===== src/rtl/adcsn_pkg.sv =====
// Function
// - interval timer counts slow oscillator ticks on 16 bits, one request every 4 seconds.
// - timer request passes through the event link unit as converter hardware trigger.
// - stop with snooze enable at 1 parks converter in standby awaiting a trigger.
// - trigger in standby enters snooze mode and starts a conversion, cpu stays asleep.
// - conversion finishing in snooze leaves snooze and returns to normal mode.
// - converter samples and converts only analog channel zero.
// - finished conversion writes the result register and pulses conversion end irq.
package adcsn_pkg;

  // ----------------------------------------------------------------
  // sizes and timing
  // ----------------------------------------------------------------
  localparam int TIMER_WIDTH = 16;
  localparam int SAMPLE_WIDTH = 10;
  localparam int RESULT_WIDTH = 16;
  localparam logic [15:0] TIMER_RELOAD_DEFAULT = 16'hea5f;
  localparam logic [15:0] TIMER_RESET_COUNT = 16'h0000;
  localparam logic [15:0] RESULT_RESET = 16'h0000;
  localparam int SYS_CLK_PERIOD_PS = 4000;
  localparam int CONV_TIME_NS = 1000;
  localparam int CONV_CYCLES = (CONV_TIME_NS * 1000 + SYS_CLK_PERIOD_PS - 1) / SYS_CLK_PERIOD_PS;
  localparam int CONV_CNT_WIDTH = $clog2(CONV_CYCLES + 1);

  // ----------------------------------------------------------------
  // types
  // ----------------------------------------------------------------
  typedef enum logic [2:0] {
    ADCSN_OFF,
    ADCSN_WAIT,
    ADCSN_CONV,
    ADCSN_STANDBY,
    ADCSN_SNOOZE,
    ADCSN_HALT
  } adcsn_state_t;

  typedef struct packed {
    logic converter_enable;
    logic snooze_enable;
    logic link_enable;
    logic timer_start;
    logic stop_exec;
    logic cpu_wake;
  } adcsn_ctrl_t;

  typedef struct packed {
    logic normal_mode;
    logic stop_mode;
    logic standby;
    logic snooze_mode;
    logic converting;
  } adcsn_stat_t;

endpackage


===== src/rtl/adcsn_interval_timer.sv =====
`timescale 1ns/1ps
module adcsn_interval_timer #(
  parameter int WIDTH = adcsn_pkg::TIMER_WIDTH
) (
  input wire logic sys_clk,
  input wire logic rstn,
  input wire logic timer_start,
  input wire logic low_speed_osc_clock,
  input wire logic [WIDTH-1:0] reload_value,
  output logic [WIDTH-1:0] count,
  output logic underflow_pulse
);
  import adcsn_pkg::*;

  // ----------------------------------------------------------------
  // down counter
  // ----------------------------------------------------------------
  // the oscillator arrives as a one-cycle tick in the system clock domain
  logic [WIDTH-1:0] count_reg;
  logic [WIDTH-1:0] count_next;
  logic underflow_reg;
  wire at_zero = (count_reg == '0);
  wire tick_underflow = timer_start && low_speed_osc_clock && at_zero;

  // stopped timer holds the reload value so the first period is full length
  assign count_next = !timer_start ? reload_value :
                      !low_speed_osc_clock ? count_reg :
                      at_zero ? reload_value :
                      count_reg - 1'b1;

  always_ff @(posedge sys_clk)
  begin
    if (!rstn)
    begin
      count_reg <= WIDTH'(TIMER_RESET_COUNT);
      underflow_reg <= 1'b0;
    end
    else
    begin
      count_reg <= count_next;
      underflow_reg <= tick_underflow;
    end
  end

  assign count = count_reg;
  assign underflow_pulse = underflow_reg;
endmodule


===== src/rtl/adcsn_top.sv =====
`timescale 1ns/1ps
module adcsn_top #(
  parameter int SAMPLE_W = adcsn_pkg::SAMPLE_WIDTH,
  parameter int CONV_N = adcsn_pkg::CONV_CYCLES
) (
  input wire logic sys_clk,
  input wire logic rstn,
  input wire adcsn_pkg::adcsn_ctrl_t ctrl,
  input wire logic low_speed_osc_clock,
  input wire logic [adcsn_pkg::TIMER_WIDTH-1:0] reload_value,
  input wire logic [SAMPLE_W-1:0] analog_channel_zero,
  output logic [adcsn_pkg::RESULT_WIDTH-1:0] conversion_result_register,
  output logic conversion_end_irq,
  output logic event_link_pulse,
  output logic cpu_run,
  output adcsn_pkg::adcsn_stat_t status
);
  import adcsn_pkg::*;

  // ----------------------------------------------------------------
  // interval timer
  // ----------------------------------------------------------------
  logic timer_event;

  adcsn_interval_timer #(
    .WIDTH(TIMER_WIDTH)
  ) u_timer (
    .sys_clk(sys_clk),
    .rstn(rstn),
    .timer_start(ctrl.timer_start),
    .low_speed_osc_clock(low_speed_osc_clock),
    .reload_value(reload_value),
    .count(),
    .underflow_pulse(timer_event)
  );

  // ----------------------------------------------------------------
  // event link unit
  // ----------------------------------------------------------------
  // one register stage; the converter sees the linked event one cycle after underflow
  logic link_reg;
  wire link_next = timer_event && ctrl.link_enable;
  wire hw_trigger = link_reg;

  // ----------------------------------------------------------------
  // converter state
  // ----------------------------------------------------------------
  adcsn_state_t state_reg;
  adcsn_state_t state_next;
  // counter width follows the parameter so a longer conversion cannot wrap it
  localparam int CNT_W = $clog2(CONV_N + 1);
  logic [CNT_W-1:0] conv_cnt_reg;
  logic [CNT_W-1:0] conv_cnt_next;
  logic [SAMPLE_W-1:0] hold_reg;
  logic [SAMPLE_W-1:0] hold_next;
  logic [RESULT_WIDTH-1:0] result_reg;
  logic [RESULT_WIDTH-1:0] result_next;
  logic irq_reg;
  logic cpu_run_reg;
  logic cpu_run_next;
  adcsn_stat_t stat_reg;
  adcsn_stat_t stat_next;

  localparam logic [CNT_W-1:0] CONV_LAST = CNT_W'(CONV_N - 1);

  wire converting = (state_reg == ADCSN_CONV) || (state_reg == ADCSN_SNOOZE);
  wire conv_done = converting && (conv_cnt_reg == CONV_LAST);
  wire conv_start = ((state_reg == ADCSN_WAIT) || (state_reg == ADCSN_STANDBY)) && hw_trigger;
  // stop entry is only honoured between conversions
  wire stop_req = ctrl.stop_exec && (state_reg == ADCSN_WAIT);

  always_comb
  begin
    state_next = state_reg;
    unique case (state_reg)
      ADCSN_OFF:
      begin
        if (ctrl.converter_enable)
          state_next = ADCSN_WAIT;
      end
      ADCSN_WAIT:
      begin
        if (!ctrl.converter_enable)
          state_next = ADCSN_OFF;
        else if (stop_req && ctrl.snooze_enable)
          state_next = ADCSN_STANDBY;
        else if (stop_req)
          state_next = ADCSN_HALT;
        else if (hw_trigger)
          state_next = ADCSN_CONV;
      end
      ADCSN_CONV:
      begin
        if (conv_done)
          state_next = ADCSN_WAIT;
      end
      ADCSN_STANDBY:
      begin
        if (hw_trigger)
          state_next = ADCSN_SNOOZE;
        else if (ctrl.cpu_wake)
          state_next = ADCSN_WAIT;
      end
      ADCSN_SNOOZE:
      begin
        if (conv_done)
          state_next = ADCSN_WAIT;
      end
      ADCSN_HALT:
      begin
        // without snooze the converter ignores triggers until another source wakes the cpu
        if (ctrl.cpu_wake)
          state_next = ADCSN_WAIT;
      end
    endcase
  end

  // ----------------------------------------------------------------
  // sampling and result
  // ----------------------------------------------------------------
  assign conv_cnt_next = conv_start ? '0 :
                         (converting && !conv_done) ? conv_cnt_reg + 1'b1 :
                         conv_cnt_reg;
  // only channel zero is wired to the sample and hold
  assign hold_next = conv_start ? analog_channel_zero : hold_reg;
  // result is left aligned, which is why software shifts it down
  assign result_next = conv_done ? {hold_reg, {(RESULT_WIDTH - SAMPLE_W){1'b0}}} : result_reg;

  // ----------------------------------------------------------------
  // mode outputs
  // ----------------------------------------------------------------
  // snooze converts with the cpu still asleep; it runs again once the conversion ends
  assign cpu_run_next = (state_next == ADCSN_OFF) || (state_next == ADCSN_WAIT) ||
                        (state_next == ADCSN_CONV);
  assign stat_next.normal_mode = cpu_run_next;
  assign stat_next.stop_mode = (state_next == ADCSN_STANDBY) || (state_next == ADCSN_HALT);
  assign stat_next.standby = (state_next == ADCSN_STANDBY);
  assign stat_next.snooze_mode = (state_next == ADCSN_SNOOZE);
  assign stat_next.converting = (state_next == ADCSN_CONV) || (state_next == ADCSN_SNOOZE);

  always_ff @(posedge sys_clk)
  begin
    if (!rstn)
    begin
      link_reg <= 1'b0;
      state_reg <= ADCSN_OFF;
      conv_cnt_reg <= '0;
      hold_reg <= '0;
      result_reg <= RESULT_RESET;
      irq_reg <= 1'b0;
      cpu_run_reg <= 1'b1;
      stat_reg <= '{normal_mode: 1'b1, default: 1'b0};
    end
    else
    begin
      link_reg <= link_next;
      state_reg <= state_next;
      conv_cnt_reg <= conv_cnt_next;
      hold_reg <= hold_next;
      result_reg <= result_next;
      irq_reg <= conv_done;
      cpu_run_reg <= cpu_run_next;
      stat_reg <= stat_next;
    end
  end

  assign conversion_result_register = result_reg;
  assign conversion_end_irq = irq_reg;
  assign event_link_pulse = link_reg;
  assign cpu_run = cpu_run_reg;
  assign status = stat_reg;
endmodule


===== config.mk =====
export PLATFORM = sky130hd
export DESIGN_NAME = adcsn_top
export DESIGN_NICKNAME = d
export VERILOG_FILES = /design/src/rtl/adcsn_pkg.sv /design/src/rtl/adcsn_interval_timer.sv /design/src/rtl/adcsn_top.sv
export SDC_FILE = /design/constraint.sdc
export NUM_CORES = 1
export LEC_CHECK = 0
export ABC_AREA = 0
export BUFFER_PORTS_ARGS = -buffer_cell sky130_fd_sc_hd__buf_4
export CAP_MARGIN = 15
export CORE_MARGIN = 2
export CORE_UTILIZATION = 49
export DETAILED_ROUTE_END_ITERATION = 7
export PLACE_DENSITY = 0.76
export SYNTH_ARGS = -nofsm -noshare
export SYNTH_HDL_FRONTEND = slang
export SYNTH_HIERARCHICAL = 1
export SYNTH_SLANG_ARGS = --single-unit

===== constraint.sdc =====
create_clock -name sys_clk -period 2.3 [get_ports sys_clk]
set_input_delay 0.115 -clock sys_clk [delete_from_list [all_inputs] [get_ports sys_clk]]
set_output_delay 0.115 -clock sys_clk [all_outputs]
set_load 0.01 [all_outputs]

* After elaboration in Yosys (flattened, before gate mapping)
Cells that the tools add are included.
Word-level totals: register bits after elaboration 55, bits of input ports 35, logic and storage cells 60
Operators by class: $add $sub $neg 2, eq/ne operators 12, multiplexer cells 12, bitwise logic cells 1, reduce and logical (&&, ||, !) cells 20
Operator list (count):
- two-way mux 16 bit | 3
- two-way mux 3 bit | 8
- logical NOT 16 bit | 1
- subtractor 16 x 1 -> 16 bit (second input constant) | 1
- one-hot mux 3 bit (5 select lines) | 1
- == test 3 x 2 -> 1 bit (second input constant) | 4
- == test 3 bit (second input constant) | 4
- adder 8 x 1 -> 8 bit (second input constant) | 1
- == test 8 bit (second input constant) | 1
- logical AND 1 bit | 8
- == test 3 x 1 -> 1 bit (second input constant) | 2
- logical NOT 3 bit | 2
- logical OR 1 bit | 6
- OR reduction 2 bit | 2
- != test 2 x 1 -> 1 bit (second input constant) | 1
- logical NOT 1 bit | 1
- NOT 1 bit | 1

* Longest topological paths before layout
Gate-level depths: netlist of run 1.
depth after elaboration 9, depth in mapped cells 8, depth with buffers taken out 7

* Hierarchy
Netlist of run 1, hierarchy kept.
By module, submodules not included:
- adcsn_top | times used 1, cells an instance 194, area an instance 1685.4 sq um, seq. area each 760.7 sq um
- adcsn_interval_timer | times used 1, cells an instance 134, area an instance 1076.0 sq um, seq. area each 340.3 sq um

* Worst setup path before layout of run 1
Ideal clock, no wire load.
path type reg-to-reg, start point reg u_timer.count_reg[0], in the netlist u_timer/count[0], end point reg u_timer.count_reg[13], in the netlist u_timer/count[13], arrival time 2.039 ns, slack 0.142 ns, cell stages (with the launch flop) 8, path buffers 0, period minus slack after synthesis 2.158 ns, cells stage by stage dfxtp_1 inv_1 ha_1 or4b_1 or4_4 a21oi_2 a31oi_1 o221a_1
On the way: cells in the longest elaborated chain, start to end 4
RTL lines:
- from (decl) | line adcsn_interval_timer.sv:19 | logic [WIDTH-1:0] count_reg;
- from (signal assigned) | line adcsn_interval_timer.sv:35 | count_reg <= WIDTH'(TIMER_RESET_COUNT);
- from (signal assigned) | line adcsn_interval_timer.sv:40 | count_reg <= count_next;
- subtractor 16 x 1 -> 16 bit / logical NOT 16 bit (equally long branches) | line adcsn_interval_timer.sv:29, adcsn_interval_timer.sv:22
- two-way mux 16 bit (*) | line adcsn_interval_timer.sv:28 | at_zero ? reload_value :
- two-way mux 16 bit (*) | line adcsn_interval_timer.sv:27 | !low_speed_osc_clock ? count_reg :
- two-way mux 16 bit (*) | line adcsn_interval_timer.sv:26 | assign count_next = !timer_start ? reload_value :
Mark *: on every way between the ends. The rest lies on a longest branch, timed or not. The select of a mux whose other input is x is not followed. A chain may end at the register's enable or synchronous reset.

* Final worst setup path of run 1
start point reg u_timer.count_reg[1], in the netlist u_timer/count[1], end point reg u_timer.count_reg[13], in the netlist u_timer/count[13]
Same word-level chain as after synthesis.

==> results of run 1 <==
[cell usage after synthesis (6+ instances only)]
library cell	instances	area [um2]
dfxtp_1	55	1100
nand2_1	41	154
a21oi_1	25	125
nor2_1	23	86.3
o21ai_0	19	95.1
inv_1	12	45.0
mux2i_1	12	120
nor3_1	11	55.1
a31oi_1	10	62.6
buf_4	9	67.6
clkbuf_1	8	30.0
nand3_1	7	35.0
or3_1	6	37.5
[area by class of cell]
| class | instances | area [um2] | area share, % |
|---|---|---|---|
| Sequential cell | 55 | 1100 | 33.5 |
| Clock buffer | 5 | 68.8 | 2.09 |
| Timing Repair Buffer | 59 | 443 | 13.5 |
| Clock inverter | 3 | 22.5 | 0.685 |
| Inverter | 13 | 48.8 | 1.48 |
| Tap cell | 72 | 90.1 | 2.74 |
| Multi-Input combinational cell | 244 | 1510 | 46.0 |
[cells by family (layout without fill, tap and decap cells)]
kind of cell | after synthesis | in the layout | share of synthesized area (%)
xor+xnor | 5 | 5 | 1.59
compound gates | 88 | 88 | 20.7
mux | 12 | 12 | 4.35
flops | 55 | 55 | 39.9
buf+inv | 34 | 80 | 6.25
fa+ha+maj | 4 | 4 | 1.81
simple gates | 129 | 129 | 25.3
other cells | 1 | 6 | 0.136
[stage by stage]
step | total power, mW | worst slack [ns] | util (%)
2_1_floorplan | 1.25 | 0.142 | -
3_3_place_gp | 1.35 | 0.0750 | 58.1
3_5_place_dp | 1.35 | 0.0487 | 58.1
4_1_cts | 1.88 | 0.0216 | 59.8
5_1_grt | 1.97 | 0.0114 | 60.1
6_report | 1.88 | 0.109 | 60.1
[worst max path at each step]
stage          slack (ns)  depth (start not counted)        startpoint                end
6_report             0.11                          7  u_timer/count[1]  u_timer/count[13]
5_1_grt              0.01                          7  u_timer/count[1]  u_timer/count[13]
4_1_cts              0.02                          7  u_timer/count[0]  u_timer/count[13]
3_5_place_dp         0.05                          7  u_timer/count[0]  u_timer/count[13]
3_3_place_gp         0.08                          7  u_timer/count[0]  u_timer/count[13]
2_1_floorplan        0.14                          7  u_timer/count[0]  u_timer/count[13]
[repair_timing]
item                       4_1_cts  5_1_grt
setup endpoints to repair        0       11
resized for setup                0        3
setup buffers                    0        1
hold endpoints to repair         0        0
[metal layers]
metal	GRT usage, %	share of wire [%]
met1	26.1	44
met2	37.8	50
met3	4.32	5.3
met4	7.59	0.88
met5	0	0
[power by group]
group	total [mW]	switching [mW]	internal, mW
logic	0.314	0.172	0.142
registers	1.02	0.0410	0.983
clock network	0.539	0.320	0.219
[worst max-delay path: cells and delay by family, from the launching register on]
family / cells / cell delay, ns
AO/OA/AOI/OAI: 3 / 0.46
adder cells (fa/ha/maj): 1 / 0.14
AND/OR/NAND/NOR: 2 / 1.07
buffers and inverters: 1 / 0.09
flip-flops: 1 / 0.36
==> flow_metrics.tcl, run 1 <==
set metrics [dict create \
    diodes 0 \
    hold_buffers 0 \
    cp_data_arrival_time_ns 2.40 \
    worst_slew_pin_slew_ns 0.667 \
    timing.final.crit_share_pct 95.3 \
    min_path_cells 2 \
    required_ns 2.51 \
    slew_violations 0 \
    holdWs_ns 0.0380 \
    route.detailed.drc 0 \
    fin_area_um2 3290 \
    drive_gt1_share_pct 22.4 \
    fmaxAchievable_mhz 456 \
    synthCells 328 \
    synth_edf_count 0 \
    status "finished, final reports clean" \
    antenna_found_initial 0 \
    mostFrequentLayoutCells "59 x buf_4, 55 x dfxtp_1, 41 x nand2_1, 24 x a21oi_1, 23 x nor2_1" \
    die_y_um 79.1 \
    cts_max_level 2 \
    fin_crit_ns 2.19 \
    cts.sinks 55 \
    grt_overflow_total 0 \
    dr.pass1.iters 5 \
    rrSetupSlack_ns 0.11 \
    critPathLaunchType "flop" \
    via_per_inst 5.78 \
    largest_reg_flops 16 \
    clk_path_buf_depth 2 \
    syn_area_um2 2760 \
    die_w_um 79.1 \
    placed_cell_area_um2 3180 \
    peakVddDrop_mv 0.329 \
    dpl.cell_count 442 \
    min_to "event_link_pulse" \
    path_cells "inv_1, ha_1, or4b_4, or4_4, a21oi_2, a31oi_1, o221a_1" \
    grt_max_degree 24 \
    leakage_nw 1.24 \
    setup_viol 0 \
    synth-seq-cells 55 \
    rsz0062_at_grt "false" \
    wl_per_cell_um 14.2 \
    grt_pass1_vias 2450 \
    nets 417 \
    dp_hpwl_um 4620 \
    syn_to_final_growth_pct 19.1 \
    ant_nets 0 \
    layout_commonest_cell "buf_4" \
    endpoint_kind "flop" \
    async_flop_share_pct 0 \
    insertion_delay_ns 0.31 \
    fin_skew_ns 0.00771 \
    fin_cells 451 \
    syn_area_per_cell_um2 8.42 \
    drtIter0Drc 151 \
    maxSlewHeadroom_pct 55.3 \
    cts_tree "done" \
    fill_cells 486 \
    finalSetupTns_ns 0 \
    clk_pin_slew_ns 0.10 \
    finalWeightedCongestion 0.857 \
    hold_path_class "in2reg" \
    r2r-start "u_timer/count[1]" \
    crit_path_max_fanout 5 \
    clockRootBuffer "clkbuf_8" \
    coreArea_um2 5470 \
    powerDensity_nw_per_um2 571 \
    ff2ff_path_depth 7 \
    synth-main-ff-cell "dfxtp_1" \
    grt_pass1_wl_um 10900 \
    slowest_stage "or4_4" \
    grt_use_total_pct 21.5 \
    cts_buffers 5 \
    die_area_um2 6250 \
    drv_cap 0 \
    worst-setup-path-type "reg2reg" \
    worstReg2RegEnd "u_timer/count[13]" \
    ios 59 \
    num_vias 2607 \
    synth_cell_types 60 \
    min_from "ctrl[3]" \
    io_buffers 52 \
    ys_warn_count 6 \
    critPathMaxStageDelay_ns 0.58 \
    ys_seq_area_share_pct 39.9 \
    core.rowCount 27 \
    start_util_pct 50.5 \
    finalHoldViolCount 0 \
    route.final.wire_length_um 6400 \
]
Note: power is estimated with default switching activity, not from simulation.
==> run 2: changes to the inputs <==
CTS_BUF_LIST = sky130_fd_sc_hd__clkbuf_4 sky130_fd_sc_hd__clkbuf_8 sky130_fd_sc_hd__clkbuf_16   (was unset)
SYNTH_HIERARCHICAL = unset   (was 1)
==> flow_metrics.tcl, run 2 <==
set metrics [dict create \
    status "finished, final reports clean" \
    slew_violations 0 \
    grt_max_degree 30 \
    diodes 0 \
    io_buffers 52 \
    ys_seq_area_share_pct 40.3 \
    pre_cts_ws_ns 0.185 \
    holdWs_ns 0.0386 \
    grt_use_total_pct 20.1 \
    drv_cap 0 \
    total_power_mw 2.01 \
    rrSetupSlack_ns 0.23 \
    dp_hpwl_um 4310 \
    cp_data_arrival_time_ns 2.27 \
    worstReg2RegEnd "u_timer.count[13]" \
    finalWeightedCongestion 0.856 \
    setup_slack_ns 0.227 \
    syn_area_um2 2740 \
    crit_path_max_fanout 11 \
    critPathLaunchType "flop" \
    layout_commonest_cell "buf_4" \
    via_per_inst 5.53 \
    cts_max_level 2 \
    yosys-top-cells-count "55 x dfxtp_1, 37 x nand2_1, 28 x nor2_1" \
    coreArea_um2 5440 \
    fin_crit_ns 2.07 \
    syn_area_per_cell_um2 8.42 \
    peakVddDrop_mv 0.374 \
    fill_cells 507 \
    largest_reg_flops 16 \
    die_y_um 78.7 \
    drtIter0Drc 128 \
    grt_overflow_total 0 \
    drive_gt1_share_pct 22.2 \
    finalSetupTns_ns 0 \
    leakage_nw 1.26 \
    fin_skew_ns 0.0141 \
    die_area_um2 6200 \
    synth-seq-cells 55 \
    slowest_stage "dfxtp_1" \
    maxSlewHeadroom_pct 57.2 \
    ios 59 \
    worst_slew_pin_slew_ns 0.642 \
    core.rowCount 27 \
    endpoint_kind "flop" \
    clockRootBuffer "clkbuf_8" \
    nets 408 \
    yosys.area.top_type "dfxtp_1" \
    rsz0062_at_grt "false" \
    ys_warn_count 0 \
    worst-setup-path-type "reg2reg" \
    cts_tree "done" \
    crit_family "simple AND/OR/NAND/NOR gates" \
    finalHoldViolCount 0 \
    clk_path_buf_depth 2 \
    mostFrequentLayoutCells "59 x buf_4, 55 x dfxtp_1, 36 x nand2_1, 28 x nor2_1, 24 x nand3_1" \
    ff2ff_path_depth 7 \
    wl_per_cell_um 13.7 \
    antenna_found_initial 0 \
    num_vias 2445 \
    route.detailed.drc 0 \
    synth.area.top_cells "dfxtp_1 40%, nand2_1 5.1%, mux2i_1 4.4%" \
    min_path_cells 2 \
    synth_cell_types 60 \
    clk_pin_slew_ns 0.09 \
    timing.final.crit_share_pct 90.1 \
    synth_edf_count 0 \
    async_flop_share_pct 0 \
    cp_num_buf_inv 1 \
    min_from "ctrl[3]" \
    critPathMaxStageDelay_ns 0.34 \
    min_to "event_link_pulse" \
    r2r-start "u_timer.count[0]" \
    syn_to_final_growth_pct 18.9 \
    synth_top_area_share_pct 40.3 \
    powerDensity_nw_per_um2 618 \
    insertion_delay_ns 0.31 \
    hold_buffers 0 \
    fmaxAchievable_mhz 482 \
    ant_nets 0 \
    synthCells 325 \
    start_util_pct 50.3 \
    synth-main-ff-cell "dfxtp_1" \
    setup_viol 0 \
    route.final.wire_length_um 6060 \
    die_w_um 78.7 \
    path_cells "inv_1, ha_1, nor4b_2, nand4_2, and2_4, and3_1, o31a_1" \
    synth_most_common_cell "dfxtp_1" \
    grt_pass1_wl_um 10100 \
    dr.pass1.iters 4 \
    cts.sinks 55 \
    grt_pass1_vias 2260 \
    required_ns 2.50 \
    hold_path_class "in2reg" \
    cts_buffers 5 \
]
==> run 2: changes by cell type after synthesis, moves of 4 or more <==
cell and delta:
o21ai_0 -7, inv_1 -7, clkbuf_1 +7, o211ai_1 -4, nand3_1 +17, nand2_1 -4, nand4_1 +5, a21oi_1 -6
nor2_1 +5, a31oi_1 -8
==> run 2: cell type report <==
type	instances	area [um2]	area share, %
clock buffers	5	68.8	2.12
clock inverters	3	46.3	1.42
inverters	6	22.5	0.693
multi-input cells	242	1480	45.5
flip-flops and latches	55	1100	33.9
well taps	72	90.1	2.77
repair buffers	59	443	13.6
==> run 2: metrics by stage <==
step                      cell area [um2]  instances  utilization, %
after global routing                 3250        442            59.8
after CTS                            3250        442            59.7
after floorplan                      2750        330               -
after global placement               3130        434            57.6
final                                3250        442            59.8
after detailed placement             3130        434            57.6
==> run 2: power breakdown <==
group          switching (mW)  internal [mW]
combinational           0.178          0.149
sequential             0.0472          0.985
clock                   0.323          0.328
total                   0.548           1.46
==> run 2: kinds of logic after synthesis <==
family                   Yosys count  share of synthesized area, %
AND/OR/NAND/NOR                  152                          29.6
flip-flops                        55                          40.3
XOR/XNOR                           9                          2.88
buffers and inverters             33                          6.40
other                              1                         0.137
multiplexers                      12                          4.39
adder cells (fa/ha/maj)            4                          1.83
AO/OA/AOI/OAI                     59                          14.5
==> run 2: timing repair <==
| action | CTS | global route |
|---|---|---|
| endpoints found under the hold margin | 0 | 0 |
| buffers inserted | 0 | 0 |
| endpoints found under the setup margin | 0 | 6 |
| resized for setup | 0 | 1 |
==> run 2: worst max-delay path by stage <==
stage | start | cells after the start | slack (ns) | endpoint
finish | u_timer.count[0] | 7 | 0.23 | u_timer.count[13]
global route | u_timer.count[0] | 7 | 0.04 | u_timer.count[7]
CTS | u_timer.count[0] | 7 | 0.17 | u_timer.count[9]
detailed placement | u_timer.count[0] | 7 | 0.19 | u_timer.count[9]
global placement | u_timer.count[0] | 7 | 0.28 | u_timer.count[15]
floorplan | u_timer.count[0] | 8 | 0.37 | u_timer.count[12]
==> run 2: worst reg2reg max path: cells and delay by family, from the launching register on <==
| kind | cells | cell delay [ns] |
|---|---|---|
| AOI/OAI and AO/OA | 1 | 0.28 |
| and+or+nand+nor | 4 | 1.08 |
| DFF | 1 | 0.34 |
| adders and majority gates | 1 | 0.15 |
| buffers and inverters | 1 | 0.13 |
==> run 2: per-layer routing <==
metal / part of all wire [%] / track usage, %
met5: 0 / 0
met1: 44 / 24.1
met4: 1.6 / 5.96
met2: 50 / 35.9
met3: 4.5 / 4.43
